<file path="config.mk">
export PLATFORM = sky130hd
export DESIGN_NAME = two_wire_target
export DESIGN_NICKNAME = d
export VERILOG_FILES = /design/src/design/two_wire_target_pkg.sv /design/src/design/two_wire_target.sv
export SDC_FILE = /design/constraint.sdc
export NUM_CORES = 1
export LEC_CHECK = 0
export ABC_AREA = 1
export BUFFER_PORTS_ARGS = -buffer_cell sky130_fd_sc_hd__buf_2
export CAP_MARGIN = 20
export CORE_MARGIN = 2
export CORE_UTILIZATION = 45
export CTS_CLUSTER_DIAMETER = 200
export DETAILED_ROUTE_END_ITERATION = 10
export PLACE_DENSITY = 0.66
export SLEW_MARGIN = 10
export SYNTH_ARGS = -nofsm -noshare
export SYNTH_HDL_FRONTEND = slang
export SYNTH_SLANG_ARGS = --single-unit
</file>
<file path="constraint.sdc">
create_clock -name clk_sys -period 2.8 [get_ports clk_sys]
set_input_delay 0.28 -clock clk_sys [delete_from_list [all_inputs] [get_ports clk_sys]]
set_output_delay 0.28 -clock clk_sys [all_outputs]
set_load 0.03 [all_outputs]
</file>
<file path="src/design/two_wire_target_pkg.sv">
// Purpose: constants for the two-wire bus target interface
// Assumes: byte addresses on a 32-bit Avalon-MM slave
// Notes:   fields sit in the low byte of each word
`default_nettype none

package two_wire_target_pkg;

	// ------------------------------------------------------------
	// register byte offsets
	// ------------------------------------------------------------
	localparam logic [7:0] CONTROL_OFS      = 8'h20;
	localparam logic [7:0] STATUS_ONE_OFS   = 8'h24;
	localparam logic [7:0] STATUS_TWO_OFS   = 8'h28;
	localparam logic [7:0] CLOCK_CTRL_OFS   = 8'h2c;
	localparam logic [7:0] OWN_ADDR_ONE_OFS = 8'h30;
	localparam logic [7:0] OWN_ADDR_TWO_OFS = 8'h34;
	localparam logic [7:0] DATA_OFS         = 8'h38;

	// ------------------------------------------------------------
	// control register fields
	// ------------------------------------------------------------
	localparam int CTRL_ENABLE_BIT   = 0;
	localparam int CTRL_IRQ_EN_BIT   = 1;
	localparam int CTRL_STOP_BIT     = 2;
	localparam int CTRL_ACK_EN_BIT   = 4;
	localparam int CTRL_GCALL_EN_BIT = 5;

	// ------------------------------------------------------------
	// status fields
	// ------------------------------------------------------------
	localparam int ST1_EVENT_BIT  = 0;
	localparam int ST1_ADDR_BIT   = 1;
	localparam int ST1_BYTE_BIT   = 2;
	localparam int ST1_TX_BIT     = 3;
	localparam int ST1_BUSY_BIT   = 4;
	localparam int ST1_ROLE_BIT   = 5;
	localparam int ST2_STOP_BIT   = 0;
	localparam int ST2_BUS_ERROR_FLAG_BIT   = 1;
	localparam int ST2_AF_BIT     = 2;
	localparam int ST2_GCALL_BIT  = 3;

	// ------------------------------------------------------------
	// clock control and own address two fields
	// ------------------------------------------------------------
	localparam int CCR_FAST_BIT   = 7;
	localparam int OWN_ADDRESS_REG_TWO_TEN_BIT   = 0;
	localparam int OWN_ADDRESS_REG_TWO_HI_LSB    = 1;
	localparam int OWN_ADDRESS_REG_TWO_FR_LSB    = 5;

	// ------------------------------------------------------------
	// reset values and fixed patterns
	// ------------------------------------------------------------
	localparam logic [7:0] CONTROL_RESET  = 8'h00;
	localparam logic [7:0] CLOCK_RESET    = 8'h00;
	localparam logic [7:0] OWN_ONE_RESET  = 8'h00;
	localparam logic [7:0] OWN_TWO_RESET  = 8'h00;
	localparam logic [4:0] TEN_BIT_HEADER = 5'h1e;
	localparam logic [7:0] GENERAL_CALL   = 8'h00;
	localparam logic [3:0] BITS_PER_BYTE  = 4'h8;

	typedef enum logic [3:0] {
		IDLE, ADDR, ADDR_ACK, HOLD_ADDR, RX_BITS, RX_ACK, RX_HOLD,
		TX_WAIT, TX_BITS, TX_ACKCHK, TX_ACKEND, HALT
	} target_state_type;

endpackage : two_wire_target_pkg

`default_nettype wire

</file>
<file path="src/design/two_wire_target.sv">
// Purpose: two-wire bus target with Avalon-MM register access
// Assumes: bus pins are synchronous to clk_sys; open-drain drivers outside
// Notes:   controller role is never entered, so the role flag reads zero
`default_nettype none

module two_wire_target
	import two_wire_target_pkg::*;
(
	input  wire logic        clk_sys,
	input  wire logic        reset,
	input  wire logic [7:0]  address,
	input  wire logic        read,
	input  wire logic        write,
	input  wire logic [31:0] writedata,
	output logic      [31:0] readdata,
	output logic             waitrequest,
	output logic             irq,
	input  wire logic        serial_clock_pin,
	input  wire logic        serial_data_pin,
	output logic             scl_out,
	output logic             scl_oe,
	output logic             sda_out,
	output logic             sda_oe
);

	// ------------------------------------------------------------
	// state
	// ------------------------------------------------------------
	target_state_type state_reg;
	logic [7:0]  control_register;
	logic [7:0]  clock_control_reg;
	logic [7:0]  own_address_reg_one;
	logic [7:0]  own_address_reg_two;
	logic [7:0]  data_register;
	logic [7:0]  shift_reg;
	logic [3:0]  bit_cnt_reg;
	logic [8:0]  delay_reg;
	logic        served_reg;
	logic        scl_q_reg;
	logic        sda_q_reg;
	logic        sda_drv_reg;
	logic        scl_hold_reg;
	logic        address_matched_flag;
	logic        byte_done_flag;
	logic        stop_seen_flag;
	logic        bus_error_flag;
	logic        ack_failure_flag;
	logic        gcall_hit_reg;
	logic        tx_dir_reg;
	logic        tx_loaded_reg;
	logic        ten_hdr_reg;
	logic        ten_done_reg;
	logic        busy_reg;
	logic        sr1_seen_reg;
	logic        release_reg;
	logic        event_flag;
	logic        controller_role_flag;
	logic        rd_go;
	logic        wr_go;
	logic        sr1_rd;
	logic        sr2_rd;
	logic        dr_rd;
	logic        dr_wr;
	logic        cr_wr;
	logic        scl_rise;
	logic        scl_fall;
	logic        start_det;
	logic        stop_det;
	logic        in_byte;
	logic        hold_cond;
	logic        ack_en;
	logic        ten_mode;
	logic        hdr_hit;
	logic        own7_hit;
	logic        gc_hit;
	logic [8:0]  div_load;

	// ------------------------------------------------------------
	// register read mux
	// ------------------------------------------------------------
	function automatic logic [7:0] reg_value(input logic [7:0] ofs);
		logic [7:0] v;
		v = 8'h00;
		unique case (ofs)
			CONTROL_OFS:      v = control_register;
			STATUS_ONE_OFS: begin
				v[ST1_EVENT_BIT] = event_flag;
				v[ST1_ADDR_BIT]  = address_matched_flag;
				v[ST1_BYTE_BIT]  = byte_done_flag;
				v[ST1_TX_BIT]    = tx_dir_reg;
				v[ST1_BUSY_BIT]  = busy_reg;
				v[ST1_ROLE_BIT]  = controller_role_flag;
			end
			STATUS_TWO_OFS: begin
				v[ST2_STOP_BIT]  = stop_seen_flag;
				v[ST2_BUS_ERROR_FLAG_BIT]  = bus_error_flag;
				v[ST2_AF_BIT]    = ack_failure_flag;
				v[ST2_GCALL_BIT] = gcall_hit_reg;
			end
			CLOCK_CTRL_OFS:   v = clock_control_reg;
			OWN_ADDR_ONE_OFS: v = own_address_reg_one;
			OWN_ADDR_TWO_OFS: v = own_address_reg_two;
			DATA_OFS:         v = data_register;
			default:          v = 8'h00;
		endcase
		return v;
	endfunction : reg_value

	// ------------------------------------------------------------
	// Avalon slave: one wait state, effects at the released edge
	// ------------------------------------------------------------
	assign waitrequest = (read | write) & ~served_reg;
	assign rd_go  = read & served_reg;
	assign wr_go  = write & served_reg;
	assign sr1_rd = rd_go & (address == STATUS_ONE_OFS);
	assign sr2_rd = rd_go & (address == STATUS_TWO_OFS);
	assign dr_rd  = rd_go & (address == DATA_OFS);
	assign dr_wr  = wr_go & (address == DATA_OFS);
	assign cr_wr  = wr_go & (address == CONTROL_OFS);

	always_ff @(posedge clk_sys) begin
		if (reset) begin
			served_reg <= 1'b0;
			readdata   <= 32'h0000_0000;
		end else begin
			served_reg <= (read | write) & ~served_reg;
			if (read & ~served_reg)
				readdata <= {24'h00_0000, reg_value(address)};
		end
	end

	always_ff @(posedge clk_sys) begin
		if (reset) begin
			control_register    <= CONTROL_RESET;
			clock_control_reg   <= CLOCK_RESET;
			own_address_reg_one <= OWN_ONE_RESET;
			own_address_reg_two <= OWN_TWO_RESET;
		end else if (wr_go) begin
			unique case (address)
				CONTROL_OFS:      control_register    <= writedata[7:0];
				CLOCK_CTRL_OFS:   clock_control_reg   <= writedata[7:0];
				OWN_ADDR_ONE_OFS: own_address_reg_one <= writedata[7:0];
				OWN_ADDR_TWO_OFS: own_address_reg_two <= writedata[7:0];
				default: ;
			endcase
		end
	end

	// byte done clears only on status one read followed by a data access
	always_ff @(posedge clk_sys) begin
		if (reset)
			sr1_seen_reg <= 1'b0;
		else if (dr_rd | dr_wr)
			sr1_seen_reg <= 1'b0;
		else if (sr1_rd & byte_done_flag)
			sr1_seen_reg <= 1'b1;
	end

	assign event_flag = address_matched_flag | byte_done_flag | stop_seen_flag
		| bus_error_flag | ack_failure_flag;
	assign controller_role_flag = 1'b0;
	assign irq = control_register[CTRL_IRQ_EN_BIT] & event_flag;

	// ------------------------------------------------------------
	// line sampling and condition detect
	// ------------------------------------------------------------
	always_ff @(posedge clk_sys) begin
		if (reset) begin
			scl_q_reg <= 1'b1;
			sda_q_reg <= 1'b1;
		end else begin
			scl_q_reg <= serial_clock_pin;
			sda_q_reg <= serial_data_pin;
		end
	end

	assign scl_rise  = serial_clock_pin & ~scl_q_reg;
	assign scl_fall  = ~serial_clock_pin & scl_q_reg;
	assign start_det = scl_q_reg & serial_clock_pin & sda_q_reg & ~serial_data_pin;
	assign stop_det  = scl_q_reg & serial_clock_pin & ~sda_q_reg & serial_data_pin;
	// a stop or repeated start legally sits in the first clock high of a byte
	assign in_byte   = ((state_reg == ADDR || state_reg == RX_BITS) && bit_cnt_reg > 4'h1)
		|| (state_reg == TX_BITS && bit_cnt_reg != 4'h0);

	// ------------------------------------------------------------
	// address compare
	// ------------------------------------------------------------
	assign ack_en   = control_register[CTRL_ACK_EN_BIT];
	assign ten_mode = own_address_reg_two[OWN_ADDRESS_REG_TWO_TEN_BIT];
	assign hdr_hit  = ten_mode && shift_reg[7:3] == TEN_BIT_HEADER
		&& shift_reg[2:1] == own_address_reg_two[OWN_ADDRESS_REG_TWO_HI_LSB +: 2];
	assign own7_hit = ~ten_mode && shift_reg[7:1] == own_address_reg_one[7:1];
	assign gc_hit   = control_register[CTRL_GCALL_EN_BIT] && shift_reg == GENERAL_CALL;

	// ------------------------------------------------------------
	// clock stretch with divider-timed release
	// ------------------------------------------------------------
	// the release delay gives data setup before the master sees scl high
	assign div_load = (clock_control_reg[CCR_FAST_BIT] ? {2'b00, clock_control_reg[6:0]}
		: {1'b0, clock_control_reg[6:0], 1'b0})
		+ {6'h00, own_address_reg_two[OWN_ADDRESS_REG_TWO_FR_LSB +: 3]};

	assign hold_cond = (state_reg == HOLD_ADDR && address_matched_flag)
		|| (state_reg == RX_HOLD && byte_done_flag)
		|| (state_reg == TX_WAIT && (byte_done_flag || ~tx_loaded_reg));

	always_ff @(posedge clk_sys) begin
		if (reset) begin
			scl_hold_reg <= 1'b0;
			delay_reg    <= 9'h000;
		end else if (hold_cond) begin
			scl_hold_reg <= 1'b1;
			delay_reg    <= div_load;
		end else if (scl_hold_reg && delay_reg != 9'h000) begin
			delay_reg    <= delay_reg - 9'h001;
		end else begin
			scl_hold_reg <= 1'b0;
		end
	end

	assign scl_out = 1'b0;
	assign sda_out = 1'b0;
	assign scl_oe  = scl_hold_reg;
	assign sda_oe  = sda_drv_reg;

	// ------------------------------------------------------------
	// protocol engine and flags (set wins over clear)
	// ------------------------------------------------------------
	always_ff @(posedge clk_sys) begin
		if (reset) begin
			state_reg            <= IDLE;
			shift_reg            <= 8'h00;
			bit_cnt_reg          <= 4'h0;
			sda_drv_reg          <= 1'b0;
			data_register        <= 8'h00;
			address_matched_flag <= 1'b0;
			byte_done_flag       <= 1'b0;
			stop_seen_flag       <= 1'b0;
			bus_error_flag       <= 1'b0;
			ack_failure_flag     <= 1'b0;
			gcall_hit_reg        <= 1'b0;
			tx_dir_reg           <= 1'b0;
			tx_loaded_reg        <= 1'b0;
			ten_hdr_reg          <= 1'b0;
			ten_done_reg         <= 1'b0;
			busy_reg             <= 1'b0;
			release_reg          <= 1'b0;
		end else begin
			address_matched_flag <= address_matched_flag & ~sr1_rd;
			byte_done_flag       <= byte_done_flag & ~((dr_rd | dr_wr) & sr1_seen_reg);
			stop_seen_flag       <= stop_seen_flag & ~sr2_rd;
			bus_error_flag       <= bus_error_flag & ~sr2_rd;
			ack_failure_flag     <= ack_failure_flag & ~sr2_rd;
			gcall_hit_reg        <= gcall_hit_reg & ~sr2_rd;
			if (dr_wr) begin
				data_register <= writedata[7:0];
				tx_loaded_reg <= 1'b1;
			end
			if (cr_wr && control_register[CTRL_STOP_BIT] && ~writedata[CTRL_STOP_BIT]
				&& byte_done_flag)
				release_reg <= 1'b1;
			if (start_det)
				busy_reg <= 1'b1;
			if (stop_det)
				busy_reg <= 1'b0;

			if (~control_register[CTRL_ENABLE_BIT]) begin
				state_reg   <= IDLE;
				sda_drv_reg <= 1'b0;
			end else if (stop_det) begin
				if (in_byte)
					bus_error_flag <= 1'b1;
				else if (state_reg != IDLE && state_reg != HALT)
					stop_seen_flag <= 1'b1;
				state_reg    <= IDLE;
				sda_drv_reg  <= 1'b0;
				ten_done_reg <= 1'b0;
				release_reg  <= 1'b0;
			end else if (start_det) begin
				if (in_byte)
					bus_error_flag <= 1'b1;
				state_reg   <= ADDR;
				bit_cnt_reg <= 4'h0;
				sda_drv_reg <= 1'b0;
				ten_hdr_reg <= 1'b0;
			end else begin
				unique case (state_reg)
					IDLE: ;
					ADDR, RX_BITS: begin
						if (scl_rise) begin
							shift_reg   <= {shift_reg[6:0], serial_data_pin};
							bit_cnt_reg <= bit_cnt_reg + 4'h1;
						end else if (scl_fall && bit_cnt_reg == BITS_PER_BYTE) begin
							bit_cnt_reg <= 4'h0;
							if (state_reg == RX_BITS) begin
								sda_drv_reg <= ack_en;
								state_reg   <= RX_ACK;
							end else if (ten_hdr_reg) begin
								ten_hdr_reg <= 1'b0;
								if (shift_reg == own_address_reg_one) begin
									sda_drv_reg  <= ack_en;
									tx_dir_reg   <= 1'b0;
									ten_done_reg <= 1'b1;
									state_reg    <= ADDR_ACK;
								end else begin
									state_reg <= IDLE;
								end
							end else if (hdr_hit && ~shift_reg[0]) begin
								sda_drv_reg <= ack_en;
								ten_hdr_reg <= 1'b1;
								state_reg   <= ADDR_ACK;
							end else if (hdr_hit && ten_done_reg) begin
								sda_drv_reg <= ack_en;
								tx_dir_reg  <= 1'b1;
								state_reg   <= ADDR_ACK;
							end else if (own7_hit || gc_hit) begin
								sda_drv_reg   <= ack_en;
								tx_dir_reg    <= own7_hit & shift_reg[0];
								gcall_hit_reg <= gc_hit & ~own7_hit;
								state_reg     <= ADDR_ACK;
							end else begin
								state_reg <= IDLE;
							end
						end
					end
					ADDR_ACK: begin
						if (scl_fall) begin
							sda_drv_reg <= 1'b0;
							if (ten_hdr_reg) begin
								state_reg <= ADDR;
							end else begin
								address_matched_flag <= 1'b1;
								data_register        <= shift_reg;
								state_reg            <= HOLD_ADDR;
							end
						end
					end
					HOLD_ADDR: begin
						if (release_reg) begin
							release_reg <= 1'b0;
							state_reg   <= IDLE;
						end else if (~address_matched_flag) begin
							bit_cnt_reg <= 4'h0;
							state_reg   <= tx_dir_reg ? TX_WAIT : RX_BITS;
						end
					end
					RX_ACK: begin
						if (scl_fall) begin
							sda_drv_reg    <= 1'b0;
							data_register  <= shift_reg;
							byte_done_flag <= 1'b1;
							state_reg      <= RX_HOLD;
						end
					end
					RX_HOLD: begin
						if (release_reg) begin
							release_reg <= 1'b0;
							state_reg   <= IDLE;
						end else if (~byte_done_flag) begin
							state_reg <= RX_BITS;
						end
					end
					TX_WAIT: begin
						if (release_reg) begin
							release_reg <= 1'b0;
							state_reg   <= IDLE;
						end else if (~byte_done_flag && tx_loaded_reg) begin
							sda_drv_reg   <= ~data_register[7];
							shift_reg     <= {data_register[6:0], 1'b0};
							tx_loaded_reg <= 1'b0;
							bit_cnt_reg   <= 4'h0;
							state_reg     <= TX_BITS;
						end
					end
					TX_BITS: begin
						if (scl_fall) begin
							bit_cnt_reg <= bit_cnt_reg + 4'h1;
							if (bit_cnt_reg == BITS_PER_BYTE - 4'h1) begin
								sda_drv_reg <= 1'b0;
								bit_cnt_reg <= 4'h0;
								state_reg   <= TX_ACKCHK;
							end else begin
								sda_drv_reg <= ~shift_reg[7];
								shift_reg   <= {shift_reg[6:0], 1'b0};
							end
						end
					end
					TX_ACKCHK: begin
						if (scl_rise) begin
							if (serial_data_pin) begin
								ack_failure_flag <= 1'b1;
								state_reg        <= HALT;
							end else begin
								byte_done_flag <= 1'b1;
								state_reg      <= TX_ACKEND;
							end
						end
					end
					TX_ACKEND: begin
						if (scl_fall)
							state_reg <= TX_WAIT;
					end
					HALT: begin
						if (release_reg) begin
							release_reg <= 1'b0;
							sda_drv_reg <= 1'b0;
							state_reg   <= IDLE;
						end
					end
					default: state_reg <= IDLE;
				endcase
			end
		end
	end

	// ------------------------------------------------------------
	// checks
	// ------------------------------------------------------------
	addr_stretch_a: assert property (@(posedge clk_sys) disable iff (reset)
		state_reg == HOLD_ADDR && address_matched_flag |=> scl_oe)
		else $error("clock not held after address match");
	ack_gate_a: assert property (@(posedge clk_sys) disable iff (reset)
		state_reg == RX_BITS && scl_fall && bit_cnt_reg == BITS_PER_BYTE && ~ack_en
		&& ~stop_det && ~start_det |=> ~sda_oe)
		else $error("acknowledge driven while disabled");
	stop_flag_a: assert property (@(posedge clk_sys) disable iff (reset)
		stop_det && ~in_byte && state_reg == RX_BITS && control_register[CTRL_ENABLE_BIT]
		|=> stop_seen_flag && state_reg == IDLE)
		else $error("stop not flagged");
	bus_error_a: assert property (@(posedge clk_sys) disable iff (reset)
		start_det && in_byte && control_register[CTRL_ENABLE_BIT]
		|=> bus_error_flag && state_reg == ADDR && bit_cnt_reg == 4'h0)
		else $error("misplaced start not flagged");
	nack_fail_a: assert property (@(posedge clk_sys) disable iff (reset)
		state_reg == TX_ACKCHK && scl_rise && serial_data_pin && ~stop_det && ~start_det
		&& control_register[CTRL_ENABLE_BIT] |=> ack_failure_flag && event_flag)
		else $error("non-acknowledge not flagged");
	halt_free_a: assert property (@(posedge clk_sys) disable iff (reset)
		state_reg == HALT ##1 state_reg == HALT |-> ~scl_oe)
		else $error("clock held after failure");
	rx_stretch_a: assert property (@(posedge clk_sys) disable iff (reset)
		state_reg == RX_HOLD && byte_done_flag |=> scl_oe)
		else $error("clock not held after receive");
	tx_stretch_a: assert property (@(posedge clk_sys) disable iff (reset)
		state_reg == TX_WAIT && ~tx_loaded_reg |=> scl_oe)
		else $error("clock not held for transmit byte");
	hold_release_a: assert property (@(posedge clk_sys) disable iff (reset)
		scl_oe && ~hold_cond && delay_reg == 9'h000 |=> ~scl_oe)
		else $error("stretch not released after delay");

endmodule : two_wire_target

`default_nettype wire

</file>
### Word-level counts from Yosys, hierarchy flattened

Index checks and enable logic that the tools add are counted.
W data, S select, Z words.

| cells by class | value |
|---|---|
| add/sub/neg operators | 3 |
| multipliers | 0 |
| div/mod/pow operators | 0 |
| $lt $le $gt $ge | 1 |
| equality and inequality tests | 70 |
| shift-type cells | 0 |
| multiplexer cells | 144 |
| bitwise logic cells | 55 |
| reductions and logical operators | 59 |

Operator list:

| kind | count |
|---|---|
| $mux W4 | 26 |
| $mux W8 | 13 |
| $mux W1 | 88 |
| $eq A8 B6 Y1 const B | 7 |
| $pmux W4 S11 | 1 |
| $ne A3 B3 Y1 const B | 13 |
| $ne A2 B2 Y1 const B | 16 |
| $pmux W4 S7 | 1 |
| $and A1 B1 Y1 | 27 |
| $reduce_and A13 Y1 | 2 |
| $pmux W8 S3 | 1 |
| $not A1 Y1 | 22 |
| $eq A4 B3 Y1 const B | 5 |
| $eq A4 B4 Y1 const B | 5 |
| $ne A4 B4 Y1 const B | 5 |
| $reduce_and A10 Y1 | 2 |
| $logic_and A1 B1 Y1 | 18 |
| $mux W9 | 2 |
| $reduce_and A9 Y1 | 2 |
| $pmux W4 S4 | 1 |
| $pmux W8 S2 | 1 |
| $ne A2 B1 Y1 const B | 7 |
| $reduce_bool A2 Y1 | 7 |
| $mux W2 | 6 |
| other kinds (31) | 54 |

| storage, ports and cells | value |
|---|---|
| register bits | 91 |
| latch bits | 0 |
| memory bits (writable) | 0 |
| memory bits (read-only) | 0 |
| input bits | 46 |
| output and inout bits | 38 |
| logic and storage cells | 361 |
| memories | 0 |

### Logic depth before layout (Yosys ltp)

| logic depth | value |
|---|---|
| depth in word-level cells | 15 |
| mapped depth | 14 |
| mapped depth without buffers | 14 |

### Worst setup path before layout

OpenSTA, ideal clock, no wires.

| timing | value |
|---|---|
| path type | register -> register |
| start point | register clock_control_reg[7] |
| end point | register delay_reg[6] |
| arrival time | 1,931 ps |
| required time | 2,680 ps |
| slack | 749 ps |
| stages on the path, launching flop included | 13 |
| cells stage by stage | dfxtp_1 -> buf_2 -> nand2_1 -> inv_1 -> ha_1 -> inv_1 -> fa_1 -> nor2_1 -> o21ai_0 -> nor3_1 -> xnor2_1 -> o211ai_1 -> nand2_1 |

| on the way | value |
|---|---|
| word-level cells in the longest chain between the ends | 3 |

Ends and longest elaborated chain:

| item | RTL line | source |
|---|---|---|
| start: declaration | two_wire_target.sv:31 | `logic [7:0] clock_control_reg;` |
| start signal: assignment | two_wire_target.sv:141 | `CLOCK_CTRL_OFS: clock_control_reg <= writedata[7:0];` |
| $mux W8 | two_wire_target.sv:199 | `assign div_load = (clock_control_reg[CCR_FAST_BIT] ? {2'b00, clock_control_reg[6:0]}` |
| $add A8 B3 Y9 | two_wire_target.sv:201 | `+ {6'h00, own_address_reg_two[OWN_ADDRESS_REG_TWO_FR_LSB +: 3]};` |
| $mux W9 | two_wire_target.sv:211 | `end else if (hold_cond) begin` |
| end signal: assignment | two_wire_target.sv:213 | `delay_reg <= div_load;` |
| end signal: assignment | two_wire_target.sv:215 | `delay_reg <= delay_reg - 9'h001;` |
| end: declaration | two_wire_target.sv:37 | `logic [8:0] delay_reg;` |

Every way passes these cells.
A chain may end at the register's enable or synchronous reset.

### Final worst setup path

Same ends and word-level chain as after synthesis.

==> results.ini <==
[final_layout]
post_route_cell_area_mm2 = 0.00600
largest_register_ff_count = 9
nNetsFinal = 943
layout_cell_share_with_drive_strength_beyond_1 = 0.104
final_cell_mix = 182 x nand2_1, 109 x inv_1, 95 x nor2_1, 91 x dfxtp_1, 84 x o21ai_0
stdcell_count = 1041
fin_util = 0.500
area_growth_syn_to_layout_pct = 8.67
layout.cells.most_common = nand2_1
ff_latch_area_mm2 = 0.00182
nFillCells = 1303
area_occupied_by_multi_input_gates_mm2 = 0.00303
insertedDiodeCount = 0

[global_route]
global_route.usage.total = 0.249
via_count_of_the_first_global_routing_pass = 5041
grt_first_pass_wirelength_mm = 25.6
grt.overflow.total = 0
antenna_found_initial = 0
grt_max_degree = 29

[worst_hold_path]
min_path_cells = 3
min-delay-path-class = input port to flop
min_delay_worst_endpoint = scl_q_reg$_SDFF_PP1_
timing.hold.worst.start = serial_clock_pin

[worst_setup_path]
critical_path.reg2reg.startpoint = clock_control_reg[7]$_SDFFE_PP0P_
worstPathMaxFanout = 13
setup.worst_path.start_class = flop
arrival_time_at_the_worst_endpoint_ns = 2.59
worstReg2RegEnd = delay_reg[6]$_SDFFE_PP0P_
cp-end-kind = flop
cp_slowest_cell = dfxtp_1
critical_path_class = flop to flop
r2r_slack_ns = 0.46
depth_of_the_worst_register_to_register_path = 11
timing.critical_path.cells = nand2_1, inv_1, ha_1, inv_1, fa_1, nor2_1, o21ai_0, nor3_1, xnor2_1, o211ai_1, nand2_1
critPathRequiredTime_ns = 3.05
critPathMaxStageDelay_ns = 0.54

[sta]
fin_crit_ns = 2.34
rsz0062_at_grt = no
timing.final.crit_share = 0.835
setup_viol = 0
worst_pin_slew_ns = 0.807
maxSlewViolCount = 0
timing.clock.skew_ns = 0.00830
finalHoldWorstSlack_ns = 0.199
maxClockFrequency_mhz = 428
worst_slew_margin_rel = 0.462
finalWorstSetupSlack_ns = 0.461
timing.final.hold_violations = 0
finalSetupTns_ns = 0

[clocking]
tritoncts_clock_tree = done
cts_max_level = 3
cts_buffers = 9
clock_tree.root_cell = clkbuf_16
cts-root-to-sink-buffers = 2
number_of_setup_buffers_added_after_cts = 0
cts_hold_repair.buffers = 0
cts_num_sinks = 91
insertion_delay_ns = 0.36
path_clk_slew_ns = 0.07
ctsResizeCount = 0

[synthesis]
syn_inst = 860
synth.cell_area_mm2 = 0.00553
synth-xor-area-share = 0.0254
synth.mux.area_fraction = 0.00362
ranking_of_synthesized_cells_by_area = dfxtp_1 33%, nand2_1 12%, o21ai_0 7.6%, inv_1 7.4%, a21oi_1 7.0%
number_of_distinct_library_cell_variants_in_the_gate_level_netlist_after_synthesis = 44
compound_cell_area_share_of_the_yosys_netlist = 0.192
netlist.area_leader.share = 0.330
synth-edff-count = 0
synth_flop_cell = dfxtp_1
synth_top_cell_by_area = dfxtp_1
yosys_warnings = 0
synthesis_stage_register_bit_count = 91
yosys.area_share.simple = 0.290
largest_family_of_logic_cells_by_synthesized_area = simple AND/OR/NAND/NOR gates
synth.avg_cell_area_um2 = 6.42
yosysSeqAreaShare = 0.330
yosys.area_share.adder = 0.0195
synthArstFlopShare = 0

[pwr]
power.share.sequential = 0.489
clock_network_power_share = 0.445
total_switching_power_mw = 0.699
pwr_density_cell_mw_per_mm2 = 445
p_comb_frac = 0.066
vdd_drop_max_v = 0.000272
net_switching_share_of_the_total_power = 0.261
cell_internal_pwr_mw = 1.97
p_leak_nw = 2.59
post-layout-total-power_mw = 2.67

[run_status]
outcome = completed

[floorplan]
floorplan.io_pins = 84
placement_rows = 40
die_w_um = 115
die_area_mm2 = 0.0132
die_h_um = 115
core_area_mm2 = 0.0120
floorplan.initialDensity = 0.460

[placement]
postPlaceCellArea_mm2 = 0.00572
numPlacedInstances = 1025
post_place_setup_slack_ns = 0.490
detailed_place_hpwl_mm = 12.2
routabilityCongestion = 0.951
port_buffers = 33

[route]
routed_via_density = 5.26
routed_via_count = 5478
number_of_remaining_drc_errors = 0
drt_iter0_drc = 618
firstDrtPassIters = 5
wl_per_cell_um = 15.1
detail-route-antenna-nets = 0
routed_wirelength_mm = 15.7

[run]
drv.max_cap_violation_count = 0

how the worst max path moves through the flow:
stage | from | end | slack (ns) | depth (start not counted)
after floorplan | clock_control_reg[7]$_SDFFE_PP0P_ | delay_reg[6]$_SDFFE_PP0P_ | 0.75 | 12
after global placement | clock_control_reg[7]$_SDFFE_PP0P_ | delay_reg[6]$_SDFFE_PP0P_ | 0.56 | 11
after detailed placement | clock_control_reg[7]$_SDFFE_PP0P_ | delay_reg[6]$_SDFFE_PP0P_ | 0.49 | 11
after CTS | clock_control_reg[7]$_SDFFE_PP0P_ | delay_reg[6]$_SDFFE_PP0P_ | 0.49 | 11
after global routing | clock_control_reg[7]$_SDFFE_PP0P_ | delay_reg[6]$_SDFFE_PP0P_ | 0.20 | 11
final | clock_control_reg[7]$_SDFFE_PP0P_ | delay_reg[6]$_SDFFE_PP0P_ | 0.46 | 11
layout make-up:
| class | count | area share |
|---|---|---|
| clock inverter | 6 | 0.00750 |
| timing repair buffer | 41 | 0.0375 |
| clock buffer | 10 | 0.0398 |
| multi-input combinational | 624 | 0.505 |
| inverter | 122 | 0.0763 |
| sequential | 91 | 0.303 |
| tap | 147 | 0.0306 |
routing by layer:
layer	wire, um	track usage	share of wire	vias to the layer above
met5	0	0	0	-
met4	339	0.0876	0.022	0
met3	1030	0.0501	0.066	27
met2	6710	0.375	0.43	206
met1	7610	0.357	0.48	2445
li1	-	-	-	2800
synth_stat cells, types with 2 or more instances:
cell	number
o22ai_1	8
o31ai_1	2
nand3_2	2
inv_2	13
buf_4	26
nand2_1	182
xor2_1	4
nor3_1	15
nor2_1	95
inv_1	109
nand4_1	12
nor2_4	3
nor2_2	2
o21ai_0	84
clkbuf_1	13
o211ai_1	5
nand2_2	13
o21ai_1	6
xnor2_1	12
ha_1	7
buf_2	5
dfxtp_1	91
buf_6	3
mux2i_1	2
a31oi_1	8
nand3_1	43
nand3b_1	2
a21oi_1	77
critical path, delay by kind of cell, from the launching register on:
family	cells	cell delay, ns
buf+inv	2	0.12
fa+ha+maj	2	0.55
flops	1	0.54
xor+xnor	1	0.14
simple gates	4	0.56
compound gates	2	0.32
cells by family (layout without fill, tap and decap cells):
| kind of cell | after synthesis | after routing |
|---|---|---|
| adders and majority gates | 8 | 8 |
| xor gates and xnor gates | 16 | 16 |
| other | 1 | 26 |
| and+or+nand+nor | 373 | 373 |
| AOI/OAI and AO/OA | 199 | 199 |
| muxes | 2 | 2 |
| DFF | 91 | 91 |
| buffers and inverters | 170 | 179 |
power by group through the flow:
stage                     combinational [mW]  sequential (mW)  clock, mW
after CTS                              0.174             1.31       1.21
final                                  0.176             1.31       1.19
after global routing                   0.192             1.31       1.25
after detailed placement               0.174             1.34          0
after floorplan                        0.138             1.34          0
after global placement                 0.174             1.34          0
Note: power is estimated with default switching activity, not from simulation.
